--- src/common/pfar_pkg.sv ---
// constants and types of the power-fail and auto-restart sequencer
package pfar_pkg;

  // ****************************************
  // clock and intervals
  // ****************************************
  localparam int CLK_MHZ = 20;
  localparam int INIT_TIME_US = 70000;
  localparam int GUARD_TIME_US = 2000;
  localparam int POWER_DOWN_TIMER_TIME_US = 10000;
  localparam int INIT_CYCLES = INIT_TIME_US * CLK_MHZ;
  localparam int GUARD_CYCLES = GUARD_TIME_US * CLK_MHZ;
  localparam int POWER_DOWN_TIMER_CYCLES = POWER_DOWN_TIMER_TIME_US * CLK_MHZ;
  localparam int TMR_W = 24;

  // ****************************************
  // vector locations
  // ****************************************
  localparam int ADDR_W = 16;
  localparam logic [15:0] VEC_PC_ADDR = 16'h0014;
  localparam logic [15:0] VEC_PSW_ADDR = 16'h0016;
  localparam logic [15:0] STACK_ADDR = 16'h0000;

  // ****************************************
  // memory step codes
  // ****************************************
  typedef enum logic [1:0] {
    OP_PUSH_PSW = 2'h0,
    OP_PUSH_PC = 2'h1,
    OP_LOAD_PC = 2'h2,
    OP_LOAD_PSW = 2'h3
  } pfar_op_t;

  // ****************************************
  // sequencer states
  // ****************************************
  typedef enum logic [8:0] {
    S_OFF = 9'h001,
    S_INIT = 9'h002,
    S_ACWAIT = 9'h004,
    S_PUSH_PSW = 9'h008,
    S_PUSH_PC = 9'h010,
    S_LD_PC = 9'h020,
    S_LD_PSW = 9'h040,
    S_RUN = 9'h080,
    S_HALT = 9'h100
  } pfar_state_t;

  localparam pfar_state_t ST_RESET = S_OFF;
  localparam logic [1:0] OP_RESET = 2'h0;

endpackage

--- src/core/pfar_sequencer.sv ---
// power-fail detection and auto-restart sequencer
//
// Summary of operation
// while power line is low, hold everything in initialization before processing.
// release of the power-fail line starts a 70 ms initialization pulse.
// at pulse end, guard starts only with warning released; then vector load unless halted.
// guard pulse lasts 2 ms; warning assertions are ignored meanwhile.
// after guard, warning starts power-down timer and sets flag, resampled once more.
// synchronized request is offered only at the service branch strobe.
// power-fail trap pushes status word and counter, then loads vectors 24 and 26.
// restart loads counter from 24 and status from 26, no stack push.
// after restart load run, or halt if switch pressed and console lock clear.
// warning without power-fail line restarts when power-down timer expires.
// supplies release the power-fail line before the warning line at power-up.
// supplies assert warning first, power-fail line more than 7 ms later.
// at least 2 ms run time remain after trap before power-fail line asserts.
// all intervals are counters on the processor clock, lengths derived from rate.
// power-down flag and its synchronized copy are cleared during initialization.
module pfar_sequencer
  import pfar_pkg::*;
#(
  parameter int INIT_LEN = pfar_pkg::INIT_CYCLES,
  parameter int GUARD_LEN = pfar_pkg::GUARD_CYCLES,
  parameter int POWER_DOWN_TIMER_LEN = pfar_pkg::POWER_DOWN_TIMER_CYCLES
) (
  // clock and reset
  input wire logic clock_i,
  input wire logic rst_n_i,
  // power status lines
  input wire logic ac_power_warning_n_i,
  input wire logic dc_power_fail_n_i,
  // console
  input wire logic halt_switch_i,
  input wire logic console_lock_i,
  // microprogram
  input wire logic service_branch_strobe_i,
  input wire logic seq_ack_i,
  output logic seq_req_o,
  output pfar_pkg::pfar_op_t seq_op_o,
  output logic [pfar_pkg::ADDR_W-1:0] seq_addr_o,
  output logic power_fail_trap_o,
  // status
  output logic init_pulse_o,
  output logic power_up_guard_pulse_o,
  output logic power_down_timer_o,
  output logic power_down_request_sync_o,
  output logic run_o,
  output logic halted_o
);
  import pfar_pkg::*;

  // ****************************************
  // parameter check
  // ****************************************
  if (INIT_LEN < 2 || GUARD_LEN < 2 || POWER_DOWN_TIMER_LEN < 2 ||
      INIT_LEN >= 2**TMR_W || GUARD_LEN >= 2**TMR_W || POWER_DOWN_TIMER_LEN >= 2**TMR_W) begin : g_chk
    $error("pfar_sequencer: interval length out of range");
  end

  // ****************************************
  // declarations
  // ****************************************
  pfar_state_t st_q, st_d;
  logic pd_flag_q, pd_flag_d;
  logic pd_sync_q, pd_sync_d;
  logic restart_q, restart_d;
  logic init_done, guard_busy, power_down_timer_busy, power_down_timer_done;
  logic init_q, run_q, halted_q, req_q, trap_q;
  pfar_op_t op_q, op_d;
  logic [ADDR_W-1:0] addr_q, addr_d;

  // ****************************************
  // decode
  // ****************************************
  wire ac_asserted = !ac_power_warning_n_i;
  wire dc_asserted = !dc_power_fail_n_i;
  wire halt_eff = halt_switch_i && !console_lock_i;
  wire in_off = (st_q == S_OFF);
  wire in_init = (st_q == S_INIT);
  wire in_acwait = (st_q == S_ACWAIT);
  wire in_run = (st_q == S_RUN);
  wire powered = !(in_off || in_init || in_acwait);
  wire restart_go = power_down_timer_done && !dc_asserted;
  wire power_up_go = ((in_init && init_done) || in_acwait) && !ac_asserted
                     && !dc_asserted && !restart_go;
  wire init_start = (st_d == S_INIT) && !in_init;
  wire pd_fire = ac_asserted && powered && !guard_busy && !power_down_timer_busy && !pd_flag_q;
  wire trap_take = in_run && service_branch_strobe_i && pd_sync_q;
  wire flag_clr = in_init || in_off || trap_take;
  wire seq_st_d = (st_d == S_PUSH_PSW) || (st_d == S_PUSH_PC) ||
                  (st_d == S_LD_PC) || (st_d == S_LD_PSW);
  pfar_state_t up_st;
  assign up_st = halt_eff ? S_HALT : S_LD_PC;

  // ****************************************
  // interval timers
  // ****************************************
  pfar_timer #(.W(TMR_W)) u_init_tmr (
    .clock_i(clock_i),
    .rst_n_i(rst_n_i),
    .start_i(init_start),
    .clr_i(!in_init),
    .len_i(TMR_W'(INIT_LEN)),
    .busy_o(),
    .done_o(init_done)
  );

  pfar_timer #(.W(TMR_W)) u_guard_tmr (
    .clock_i(clock_i),
    .rst_n_i(rst_n_i),
    .start_i(power_up_go),
    .clr_i(in_off),
    .len_i(TMR_W'(GUARD_LEN)),
    .busy_o(guard_busy),
    .done_o()
  );

  pfar_timer #(.W(TMR_W)) u_power_down_timer_tmr (
    .clock_i(clock_i),
    .rst_n_i(rst_n_i),
    .start_i(pd_fire),
    .clr_i(in_off),
    .len_i(TMR_W'(POWER_DOWN_TIMER_LEN)),
    .busy_o(power_down_timer_busy),
    .done_o(power_down_timer_done)
  );

  // ****************************************
  // next state
  // ****************************************
  always_comb begin
    st_d = st_q;
    if (dc_asserted) begin
      st_d = S_OFF;
    end else if (restart_go) begin
      st_d = S_INIT;
    end else begin
      unique case (st_q)
        S_OFF: st_d = S_INIT;
        S_INIT: if (init_done) st_d = ac_asserted ? S_ACWAIT : up_st;
        S_ACWAIT: if (!ac_asserted) st_d = up_st;
        S_PUSH_PSW: if (seq_ack_i) st_d = S_PUSH_PC;
        S_PUSH_PC: if (seq_ack_i) st_d = S_LD_PC;
        S_LD_PC: if (seq_ack_i) st_d = S_LD_PSW;
        S_LD_PSW: if (seq_ack_i) st_d = (restart_q && halt_eff) ? S_HALT : S_RUN;
        S_RUN: if (trap_take) st_d = S_PUSH_PSW;
        S_HALT: if (!halt_eff) st_d = S_RUN;
        default: st_d = S_OFF;
      endcase
    end
  end

  // ****************************************
  // flags and step outputs
  // ****************************************
  assign pd_flag_d = pd_fire || (pd_flag_q && !flag_clr);
  assign pd_sync_d = pd_flag_q && !in_init && !in_off;
  assign restart_d = power_up_go || (restart_q && !trap_take);
  assign op_d = (st_d == S_PUSH_PSW) ? OP_PUSH_PSW :
                (st_d == S_PUSH_PC) ? OP_PUSH_PC :
                (st_d == S_LD_PSW) ? OP_LOAD_PSW : OP_LOAD_PC;
  assign addr_d = (st_d == S_LD_PC) ? VEC_PC_ADDR :
                  (st_d == S_LD_PSW) ? VEC_PSW_ADDR : STACK_ADDR;

  // ****************************************
  // registers
  // ****************************************
  always_ff @(posedge clock_i) begin
    if (!rst_n_i) begin
      st_q <= ST_RESET;
      pd_flag_q <= 1'b0;
      pd_sync_q <= 1'b0;
      restart_q <= 1'b0;
    end else begin
      st_q <= st_d;
      pd_flag_q <= pd_flag_d;
      pd_sync_q <= pd_sync_d;
      restart_q <= restart_d;
    end
  end

  always_ff @(posedge clock_i) begin
    if (!rst_n_i) begin
      init_q <= 1'b1;
      run_q <= 1'b0;
      halted_q <= 1'b0;
      req_q <= 1'b0;
      trap_q <= 1'b0;
      op_q <= pfar_op_t'(OP_RESET);
      addr_q <= STACK_ADDR;
    end else begin
      init_q <= (st_d == S_OFF) || (st_d == S_INIT);
      run_q <= (st_d == S_RUN);
      halted_q <= (st_d == S_HALT);
      req_q <= seq_st_d;
      trap_q <= trap_take;
      op_q <= op_d;
      addr_q <= addr_d;
    end
  end

  assign init_pulse_o = init_q;
  assign run_o = run_q;
  assign halted_o = halted_q;
  assign seq_req_o = req_q;
  assign seq_op_o = op_q;
  assign seq_addr_o = addr_q;
  assign power_fail_trap_o = trap_q;
  assign power_up_guard_pulse_o = guard_busy;
  assign power_down_timer_o = power_down_timer_busy;
  assign power_down_request_sync_o = pd_sync_q;

  // ****************************************
  // checks
  // ****************************************
  logic [31:0] init_cnt_q, guard_cnt_q, power_down_timer_cnt_q;
  always_ff @(posedge clock_i) begin
    if (!rst_n_i) begin
      init_cnt_q <= '0;
      guard_cnt_q <= '0;
      power_down_timer_cnt_q <= '0;
    end else begin
      init_cnt_q <= in_init ? init_cnt_q + 32'h1 : '0;
      guard_cnt_q <= guard_busy ? guard_cnt_q + 32'h1 : '0;
      power_down_timer_cnt_q <= power_down_timer_busy ? power_down_timer_cnt_q + 32'h1 : '0;
    end
  end
endmodule // pfar_sequencer

--- src/core/pfar_timer.sv ---
// retriggerable down-counting interval timer
module pfar_timer #(
  parameter int W = 24
) (
  // clock and reset
  input wire logic clock_i,
  input wire logic rst_n_i,
  // control
  input wire logic start_i,
  input wire logic clr_i,
  input wire logic [W-1:0] len_i,
  // status
  output logic busy_o,
  output logic done_o
);

  logic [W-1:0] cnt_q;
  logic busy_q;
  wire cnt_one = (cnt_q == {{(W-1){1'b0}}, 1'b1});

  if (W < 2) begin : g_chk
    $error("pfar_timer: width too small");
  end

  // ****************************************
  // counter
  // ****************************************
  always_ff @(posedge clock_i) begin
    if (!rst_n_i || (clr_i && !start_i)) begin
      cnt_q <= '0;
      busy_q <= 1'b0;
    end else if (start_i) begin
      cnt_q <= len_i;
      busy_q <= 1'b1;
    end else if (busy_q) begin
      cnt_q <= cnt_q - 1'b1;
      busy_q <= !cnt_one;
    end
  end

  assign busy_o = busy_q;
  assign done_o = busy_q && cnt_one;

endmodule // pfar_timer

--- config.mk ---
export PLATFORM = sky130hd
export DESIGN_NAME = pfar_sequencer
export DESIGN_NICKNAME = d
export VERILOG_FILES = /design/src/common/pfar_pkg.sv /design/src/core/pfar_sequencer.sv /design/src/core/pfar_timer.sv
export SDC_FILE = /design/constraint.sdc
export NUM_CORES = 1
export LEC_CHECK = 0
export CAP_MARGIN = 20
export CORE_MARGIN = 5
export CORE_UTILIZATION = 30
export DETAILED_ROUTE_END_ITERATION = 7
export DONT_BUFFER_PORTS = 1
export GPL_ROUTABILITY_DRIVEN = 0
export GPL_TIMING_DRIVEN = 0
export PLACE_DENSITY = 0.52
export SLEW_MARGIN = 20
export SYNTH_ARGS = -nofsm -noshare
export SYNTH_HDL_FRONTEND = slang
export SYNTH_HIERARCHICAL = 1
export SYNTH_SLANG_ARGS = --single-unit
--- constraint.sdc ---
create_clock -name clock_i -period 4.01 [get_ports clock_i]
set_clock_uncertainty 0.15 [all_clocks]
set_input_delay 0.802 -clock clock_i [delete_from_list [all_inputs] [get_ports clock_i]]
set_output_delay 0.802 -clock clock_i [all_outputs]
set_load 0.02 [all_outputs]
==> metrics, run 1 <==
status=completed; Fin. Hold Viols=0; vias in the first global route=4,385; net load switching power=586 uW; Mapped Area=5600 um^2; Ys Warns=6; die width=147 um; # rows=50; final core utilization=0.353; die height=147 um; grt peak-use layer=met2; # IOs=34; switching share of power=0.265; Pleak=2.69 nW; crit end category=flip-flop; Clock Power Share=0.405; met3 usage=0.0264; die outline area=21,500 um^2; final cell count without fillers=997; hold crit path type=flip-flop to flip-flop; CTS tree=built; crit path max fanout=10; M1 GR Usage=0.160; Placed Area=6210 um^2; Crit Path Class=flip-flop to flip-flop; Core Footprint=18,500 um^2; initial antenna violation count=0; FF/Latch Area=1920 um^2; GR Overflow Total=0; DR vias=4,518; clock-pin slew on the worst setup and hold paths=0.07 ns; met2 Use GR=0.204; first-pass GRT wire length=21,800 um; Avg Cell Area, Syn=8.42 um^2; maximum vdd drop=0.183 mV; area delta synth->final=16.5%; Worst-Skew Late Latency=0.35 ns; sequential share of power=0.455; Multi-input gate area=3620 um^2; clock sink total=96; post-layout instance area=6530 um^2; CP required=4.08 ns; initial core utilization=0.302; Worst setup SP type=flip-flop; DRC=0; routed vias/inst=4.53; minimum clock period=3.49 ns; Max-cap violations=0; Clock Root Buffer=clkbuf_16; Rel. slew slack=0.537; Setup TNS=0 ns; number of diodes=0; critical path arrival=3.56 ns; post-detailed-route wirelength per cell=12.6 um; dpl cells=982; largest net degree at the start of global routing=20; First-pass DRT Iterations=6; final setup vio count=0; drt total wl=12,500 um; hpwl dp=9180 um; antenna-violating nets left=0; Max Root-Sink Buffers=2; fillers=1,971; buffers added on ports=0; Post-CTS Hold Fix Bufs=0; period utilization=0.870; RSZ-0062 raised after global routing=false; layout cells sized above 1=0.0996; NumNets Final=773; worst-margin pin slew=0.695 ns; total CTS buffers=9; Final Max Slew Viols=0; htree depth=3; starting DRC count in detailed routing=220; Fmax achieved=0.286 GHz; Synth Instances=665; GRT Resource Usage Total=0.122; Pwr Density=339 nW/um^2; Pint=1.63 mW; Comb pwr share=0.140
==> sequential cells by signal (all words and copies together) (netlist names) <==
name / count
init_pulse_o: 1
u_guard_tmr/busy_o: 1
u_guard_tmr/cnt_q: 24
halted_o: 1
power_fail_trap_o: 1
restart_q: 1
pd_flag_q: 1
u_power_down_timer_tmr/busy_o: 1
u_init_tmr/cnt_q: 24
power_down_request_sync_o: 1
u_init_tmr/busy_o: 1
run_o: 1
seq_op_o: 2
seq_addr_o: 2
st_q: 9
u_power_down_timer_tmr/cnt_q: 24
seq_req_o: 1
==> metrics by stage <==
stage	setup slack (ns)	power [mW]	hold WS, ns
detailed placement	0.0562	1.34	0.314
global route	0.00765	2.33	0.356
finish	0.519	2.21	0.323
global placement	0.00930	1.34	0.308
CTS	0.0249	2.25	0.325
floorplan	0.912	1.27	0.275
==> worst paths after layout <==
check                           slack, ns                   endpoint            startpoint  cells past startpoint
worst max-delay path                 0.52       u_guard_tmr/cnt_q[3]  u_init_tmr/cnt_q[14]                     12
worst min-delay path                 0.32  power_down_request_sync_o             pd_flag_q                      2
worst max register to register       0.52       u_guard_tmr/cnt_q[3]  u_init_tmr/cnt_q[14]                     12
worst min register to register       0.32  power_down_request_sync_o             pd_flag_q                      2
==> timing repair <==
action,CTS,global route
setup endpoints to repair,0,30
buffers inserted,0,0
resized for setup,0,6
==> area by class of cell <==
type	count	area share
clock inverter	3	0.00613
inverter	35	0.0201
tap	234	0.0449
clock buffer	12	0.0408
buffer	44	0.0385
multi-input combinational	573	0.555
sequential	96	0.294
==> critical path: stages (launching register included) <==
cell	delay (ns)
dfxtp_1	0.37
nor4_4	0.46
nand4b_4	0.17
nor4_2	0.37
a21boi_0	0.18
nor4_1	0.27
nand2_1	0.17
nor2_1	0.17
clkbuf_2	0.25
clkinv_1	0.25
clkbuf_2	0.30
mux2i_1	0.20
nor2_1	0.05
==> power by group through the flow <==
stage | clock (mW) | sequential (mW) | combinational (mW)
6_report | 0.896 | 1.01 | 0.309
5_1_grt | 0.970 | 1.01 | 0.350
4_1_cts | 0.932 | 1.01 | 0.309
3_5_place_dp | 0 | 1.03 | 0.308
3_3_place_gp | 0 | 1.03 | 0.308
2_1_floorplan | 0 | 1.02 | 0.250
==> per-layer routing <==
| layer | part of all wire | routed length, um |
|---|---|---|
| met5 | 0 | 0 |
| met2 | 0.47 | 5900 |
| met3 | 0.026 | 330 |
| met4 | 0.010 | 125 |
| met1 | 0.49 | 6180 |
==> placed cells by master, fill, tap and decap left out, types with 4 or more instances in the layout <==
| cell | n |
|---|---|
| o21ai_0 | 7 |
| xor2_1 | 30 |
| nor3_2 | 5 |
| o21a_1 | 24 |
| dfxtp_1 | 96 |
| mux2i_1 | 20 |
| conb_1 | 85 |
| nor2_1 | 87 |
| o22ai_1 | 5 |
| inv_1 | 34 |
| and2_1 | 4 |
| nand4_1 | 13 |
| nand2b_1 | 9 |
| buf_4 | 15 |
| a32o_1 | 4 |
| ha_1 | 6 |
| o31ai_1 | 4 |
| a211oi_1 | 13 |
| or3_1 | 13 |
| nand2_1 | 29 |
| nor4_2 | 5 |
| nor4_4 | 6 |
| clkbuf_1 | 19 |
| nand3_1 | 13 |
| a21oi_1 | 52 |
| nor3_1 | 26 |
| xnor2_1 | 36 |
| nor4_1 | 15 |
| nor2b_1 | 8 |
| nor3b_1 | 5 |
| clkbuf_16 | 9 |
Note: power is estimated with default switching activity, not from simulation.
==> run 2, diff against run 1 <==
--- a/config.mk
+++ b/config.mk
@@ -5,14 +5,14 @@
 export SDC_FILE = /design/constraint.sdc
 export NUM_CORES = 1
 export LEC_CHECK = 0
+export BUFFER_PORTS_ARGS = -buffer_cell sky130_fd_sc_hd__buf_2
 export CAP_MARGIN = 20
-export CORE_MARGIN = 5
+export CORE_MARGIN = 10
 export CORE_UTILIZATION = 30
 export DETAILED_ROUTE_END_ITERATION = 7
-export DONT_BUFFER_PORTS = 1
 export GPL_ROUTABILITY_DRIVEN = 0
 export GPL_TIMING_DRIVEN = 0
-export PLACE_DENSITY = 0.52
+export PLACE_DENSITY = 0.53
 export SLEW_MARGIN = 20
 export SYNTH_ARGS = -nofsm -noshare
 export SYNTH_HDL_FRONTEND = slang
==> metrics, run 2 (synthesized netlist as in run 1, its figures left out) <==
met3 usage=0.0291 (+0.00268); Worst-Skew Late Latency=0.35 ns (about the same); # resized after CTS=1 (+1); die width=157 um (+6.8%); final core utilization=0.364 (+0.0119); vias in the first global route=4,452 (+1.5%); hpwl dp=9600 um (+4.5%); CTS tree=built; final setup vio count=0 (unchanged); clock sink total=96 (unchanged); die height=157 um (+6.8%); Fin Hold WS=0.316 ns (-0.00727 ns); Max-cap violations=0 (unchanged); drt total wl=13,100 um (+4.2%); grt peak-use layer=met2; flop2flop setup slack=0.46 ns (-0.06 ns); Placed Area=6290 um^2 (+1.4%); minimum clock period=3.55 ns (+0.0594 ns); most frequent cells in the layout=96 x dfxtp_1, 87 x nor2_1, 85 x conb_1; DRC=0 (unchanged); Pleak=2.77 nW (+3.2%); total CTS buffers=9 (unchanged); status=completed; die outline area=24,500 um^2 (+14%); Fmax achieved=0.282 GHz (-1.7%); First-pass DRT Iterations=4 (-2); htree depth=3 (unchanged); Pwr Density=336 nW/um^2 (-0.85%); area delta synth->final=18.0%; starting DRC count in detailed routing=186 (-15%); Hold Path Stages=2 (unchanged); min-delay src=pd_flag_q; Worst setup SP type=flip-flop; # rows=49 (-2.0%); Rel. slew slack=0.549 (+0.0119); crit path max fanout=9 (-1); Setup TNS=0 ns (unchanged); reg-to-reg startpoint=u_init_tmr/cnt_q[8]; post-layout instance area=6610 um^2 (+1.3%); hold path endpoint=power_down_request_sync_o; DR vias=4,602 (+1.9%); initial core utilization=0.309 (+0.00617); M1 GR Usage=0.138 (-0.0225); Max Root-Sink Buffers=2 (unchanged); Final Max Slew Viols=0 (unchanged); R2R depth=12 (unchanged); worst-margin pin slew=0.677 ns (-0.0178 ns); NumNets Final=792 (+2.5%); antenna-violating nets left=0 (unchanged); crit end category=flip-flop; hold crit path type=flip-flop to flip-flop; clock-pin slew on the worst setup and hold paths=0.07 ns (about the same); commonest non-fill, non-tap cell in the layout=dfxtp_1; met2 Use GR=0.182 (-0.0215); maximum vdd drop=0.156 mV (-15%); Core Footprint=18,100 um^2 (-2.0%); largest net degree at the start of global routing=20 (unchanged); # IOs=34 (unchanged); buffers added on ports=19 (+19); GR Overflow Total=0 (unchanged); Reg-to-Reg End=u_guard_tmr/cnt_q[18]; Clock Root Buffer=clkbuf_16; Setup Fix Bufs, Post-CTS=0 (unchanged); Fin. Hold Viols=0 (unchanged); period utilization=0.885 (+0.0148); first-pass GRT wire length=22,200 um (+2.2%); Crit Path Class=flip-flop to flip-flop; GRT Resource Usage Total=0.110 (-0.0118); RSZ-0062 raised after global routing=false; routed vias/inst=4.55 (+0.35%); layout cells sized above 1=0.121 (+0.0217); critical path arrival=3.68 ns (+0.12 ns); CP required=4.14 ns (+0.06 ns); initial antenna violation count=0 (unchanged); post-detailed-route wirelength per cell=12.9 um (+2.6%); largest registers=u_guard_tmr/cnt_q x24, u_init_tmr/cnt_q x24, u_power_down_timer_tmr/cnt_q x24; total power=2.22 mW (+0.44%); fillers=1,935 (-1.8%); number of diodes=0 (unchanged); Post-CTS Hold Fix Bufs=0 (unchanged)
-- run 2: changes by cell type in the layout (fill, tap and decap cells not counted), sizes merged --
| cell | delta |
|---|---|
| clkinv | +1 |
| buf | +19 |
-- run 2: area by class of cell --
cell class                 instances  area (um^2)  area share
sequential                        96         1920       0.291
timing repair buffer              19         95.1      0.0144
clock buffer                      12          256      0.0388
tap                              229          287      0.0433
inverter                          35          131      0.0199
clock inverter                     4         52.6     0.00795
multi-input combinational        573         3620       0.547
buffer                            44          251      0.0380
-- run 2: how the worst max path moves through the flow --
stage                             to  cells after the start            startpoint  slack (ns)
2_1_floorplan   u_guard_tmr/cnt_q[3]                     12   u_init_tmr/cnt_q[8]        0.91
3_5_place_dp    u_guard_tmr/cnt_q[8]                     12   u_init_tmr/cnt_q[8]       0.003
5_1_grt         u_guard_tmr/cnt_q[8]                     12   u_init_tmr/cnt_q[8]        0.04
4_1_cts         u_guard_tmr/cnt_q[8]                     12   u_init_tmr/cnt_q[8]        0.13
6_report       u_guard_tmr/cnt_q[18]                     12   u_init_tmr/cnt_q[8]        0.46
3_3_place_gp    u_guard_tmr/cnt_q[3]                     12  u_init_tmr/cnt_q[14]       -0.05
-- run 2: metal layers --
| layer | share of wire | routed length [um] | vias up |
|---|---|---|---|
| li1 | - | - | 2457 |
| met1 | 0.50 | 6500 | 2104 |
| met2 | 0.47 | 6110 | 30 |
| met3 | 0.024 | 308 | 11 |
| met4 | 0.011 | 141 | 0 |
| met5 | 0 | 0 | - |
-- run 2: where the power goes --
part / internal [mW] / switching [mW]
clock network: 0.519 / 0.376
logic: 0.123 / 0.200
registers: 0.977 / 0.0274
-- run 2: through the flow --
| step | std cells | setup WS [ns] |
|---|---|---|
| 2_1_floorplan | 748 | 0.912 |
| 6_report | 1012 | 0.460 |
| 4_1_cts | 1012 | 0.127 |
| 3_5_place_dp | 996 | 0.00251 |
| 5_1_grt | 1012 | 0.0384 |
| 3_3_place_gp | 996 | -0.0469 |
-- run 2: worst max-delay path: stages, from the launching register on --
cell      delay (ns)
dfxtp_1         0.38
nor4_4          0.46
nand4b_4        0.19
nor4_2          0.40
a21boi_0        0.20
nor4_1          0.28
nand2_1         0.17
nor2_1          0.16
clkbuf_2        0.25
o21ai_0         0.22
nor2_1          0.37
nand2_1         0.10
o22ai_1         0.16
==> run 3, diff against run 2 <==
--- a/config.mk
+++ b/config.mk
@@ -12,9 +12,8 @@
 export DETAILED_ROUTE_END_ITERATION = 7
 export GPL_ROUTABILITY_DRIVEN = 0
 export GPL_TIMING_DRIVEN = 0
-export PLACE_DENSITY = 0.53
+export PLACE_DENSITY = 0.54
 export SLEW_MARGIN = 20
 export SYNTH_ARGS = -nofsm -noshare
 export SYNTH_HDL_FRONTEND = slang
-export SYNTH_HIERARCHICAL = 1
 export SYNTH_SLANG_ARGS = --single-unit
==> constraint.sdc (replaced) <==
create_clock -name clock_i -period 3.3 [get_ports clock_i]
set_clock_uncertainty 0.15 [all_clocks]
set_input_delay 0.66 -clock clock_i [delete_from_list [all_inputs] [get_ports clock_i]]
set_output_delay 0.66 -clock clock_i [all_outputs]
set_load 0.02 [all_outputs]
==> metrics, run 3 <==
status=completed; GR Overflow Total=0 (unchanged); Setup Fix Bufs, Post-CTS=0 (unchanged); worst-margin pin slew=0.990 ns (+0.313 ns); routed vias/inst=4.94 (+8.7%); die outline area=20,600 um^2 (-16%); fillers=1,565 (-19%); # rows=45 (-8.2%); area delta synth->final=15.0%; Pwr Density=473 nW/um^2 (+41%); Max Root-Sink Buffers=2 (unchanged); Post-Synth Simple-Gate Area=0.297; Ys Warns=0 (-6); crit path max fanout=10 (+1); most common library cells after synthesis=96 x dfxtp_1, 82 x nor2_1, 38 x xnor2_1, 28 x nand2_1, 28 x xor2_1; die height=143 um (-8.4%); Final Max Slew Viols=0 (unchanged); DR vias=3,728 (-19%); post-detailed-route wirelength per cell=13.4 um (+4.2%); total CTS buffers=9 (unchanged); Setup TNS=0 ns (unchanged); CTS tree=built; drt total wl=10,100 um (-22%); Post-synth EDFFs=0; initial antenna violation count=1 (+1); maximum vdd drop=0.211 mV (+35%); # IOs=34 (unchanged); cell taking the most area after synthesis=dfxtp_1; Worst setup SP type=flip-flop; area share of fa/ha/maj cells after synthesis=0.0164; Max-cap violations=0 (unchanged); die width=143 um (-8.4%); Fmax achieved=0.336 GHz (+19%); post-synth top area share=0.420; Synth area leaders=dfxtp_1 42%, xnor2_1 7.3%, nor2_1 6.7%, xor2_1 5.4%, nor4_1 3.1%; clock-pin slew on the worst setup and hold paths=0.06 ns (about the same); crit end category=flip-flop; Synth Instances=519 (-22%); hpwl dp=7540 um (-21%); clock sink total=96 (unchanged); total power=2.49 mW (+12%); post-synthesis mux area share=0; antenna-violating nets left=0 (unchanged); Compound-Gate Fraction of Synth Area=0.0933; # resized after CTS=0 (-1); most frequent cells in the layout=96 x dfxtp_1, 82 x nor2_1, 38 x xnor2_1; post-synth cell types=55; register bit total from synthesis=96; ys flop type=dfxtp_1; Pleak=1.89 nW (-32%); period utilization=0.902 (+0.0167); DRC=0 (unchanged); Core Footprint=15,100 um^2 (-17%); hold crit path type=flip-flop to flip-flop; Async SR Flop Fraction=0; vias in the first global route=3,597 (-19%); first-pass GRT wire length=17,000 um (-24%); final setup vio count=0 (unchanged); Fin. Hold Viols=0 (unchanged); CP required=3.43 ns (-0.71 ns); largest net degree at the start of global routing=15 (-25%); largest family of logic cells by synthesized area=simple AND/OR/NAND/NOR gates; Placed Area=4950 um^2 (-21%); count leader, synth=dfxtp_1; Avg Cell Area, Syn=8.81 um^2 (+4.6%); starting DRC count in detailed routing=193 (+3.8%); layout cells sized above 1=0.129 (+0.00788); RSZ-0062 raised after global routing=false; Post-Synth XOR/XNOR Area=0.126; initial core utilization=0.303 (-0.00569); buffers added on ports=19 (unchanged); post-layout instance area=5260 um^2 (-21%); htree depth=3 (unchanged); Post-CTS Hold Fix Bufs=0 (unchanged); register area share after synthesis=0.420; GRT Resource Usage Total=0.102 (-0.00809); Clock Root Buffer=clkbuf_16; Crit Path Class=flip-flop to flip-flop; critical path arrival=3.11 ns (-0.57 ns); largest registers=u_guard_tmr.cnt_q x24, u_init_tmr.cnt_q x24, u_power_down_timer_tmr.cnt_q x24; First-pass DRT Iterations=5 (+1); minimum clock period=2.98 ns (-0.573 ns); commonest non-fill, non-tap cell in the layout=dfxtp_1; NumNets Final=575 (-27%); Mapped Area=4570 um^2 (-18%); Worst-Skew Late Latency=0.35 ns (about the same); Rel. slew slack=0.334 (-0.215)
[run 3: cell families (layout without fill, tap and decap cells)]
family          count (synthesis)  count (layout)
buf+inv                        39              73
other cells                     1              14
fa+ha+maj                       6               6
flops                          96              96
xor+xnor                       66              66
simple gates                  245             245
compound gates                 66              66
[run 3: worst max-delay path, stage by stage, from the launching register on]
cell and delay [ns]:
dfxtp_1 0.30, clkbuf_1 0.20, nor3_2 0.41, nand2_1 0.16, o31ai_2 0.79, nand2_1 0.43
clkbuf_1 0.32, nor2_1 0.15
[run 3: per-stage QoR]
step | utilization | cells | hold WS [ns] | setup slack [ns]
2_1_floorplan | - | 531 | 0.293 | 1.01
3_3_place_gp | 0.328 | 738 | 0.301 | 0.367
3_5_place_dp | 0.328 | 738 | 0.311 | 0.324
4_1_cts | 0.348 | 753 | 0.320 | 0.299
5_1_grt | 0.348 | 753 | 0.347 | 0.0365
6_report | 0.348 | 754 | 0.315 | 0.323
[run 3: worst paths after layout]
check	endpoint	slack, ns	startpoint	depth (start not counted)
worst max-delay path	u_power_down_timer_tmr.cnt_q[12]	0.32	st_q[4]	7
worst min-delay path	u_init_tmr.cnt_q[15]	0.31	u_init_tmr.cnt_q[15]	2
worst max register to register	u_power_down_timer_tmr.cnt_q[12]	0.32	st_q[4]	7
worst min register to register	u_init_tmr.cnt_q[15]	0.31	u_init_tmr.cnt_q[15]	2
[run 3: cell type report]
| cell class | instances | area [um^2] | area share |
|---|---|---|---|
| repair buffers | 19 | 95.1 | 0.0181 |
| flip-flops and latches | 96 | 1920 | 0.366 |
| clock inverters | 3 | 40.0 | 0.00762 |
| well taps | 188 | 235 | 0.0448 |
| inverters | 9 | 33.8 | 0.00643 |
| multi-input cells | 396 | 2480 | 0.473 |
| clock buffers | 12 | 267 | 0.0507 |
| diodes | 1 | 2.50 | 0.000476 |
| plain buffers | 30 | 176 | 0.0336 |
[run 3: per-layer routing]
layer | GRT usage | part of all wire | vias up | routed length, um
li1 | - | - | 1902 | -
met1 | 0.124 | 0.48 | 1750 | 4820
met2 | 0.162 | 0.46 | 64 | 4630
met3 | 0.0257 | 0.046 | 12 | 463
met4 | 0.0537 | 0.022 | 0 | 225
met5 | 0 | 0 | - | 0
[run 3: power breakdown]
part	total, mW	switching (mW)	internal (mW)
combinational	0.217	0.135	0.0826
sequential	1.20	0.0191	1.18
clock	1.07	0.431	0.642
total	2.49	0.585	1.90
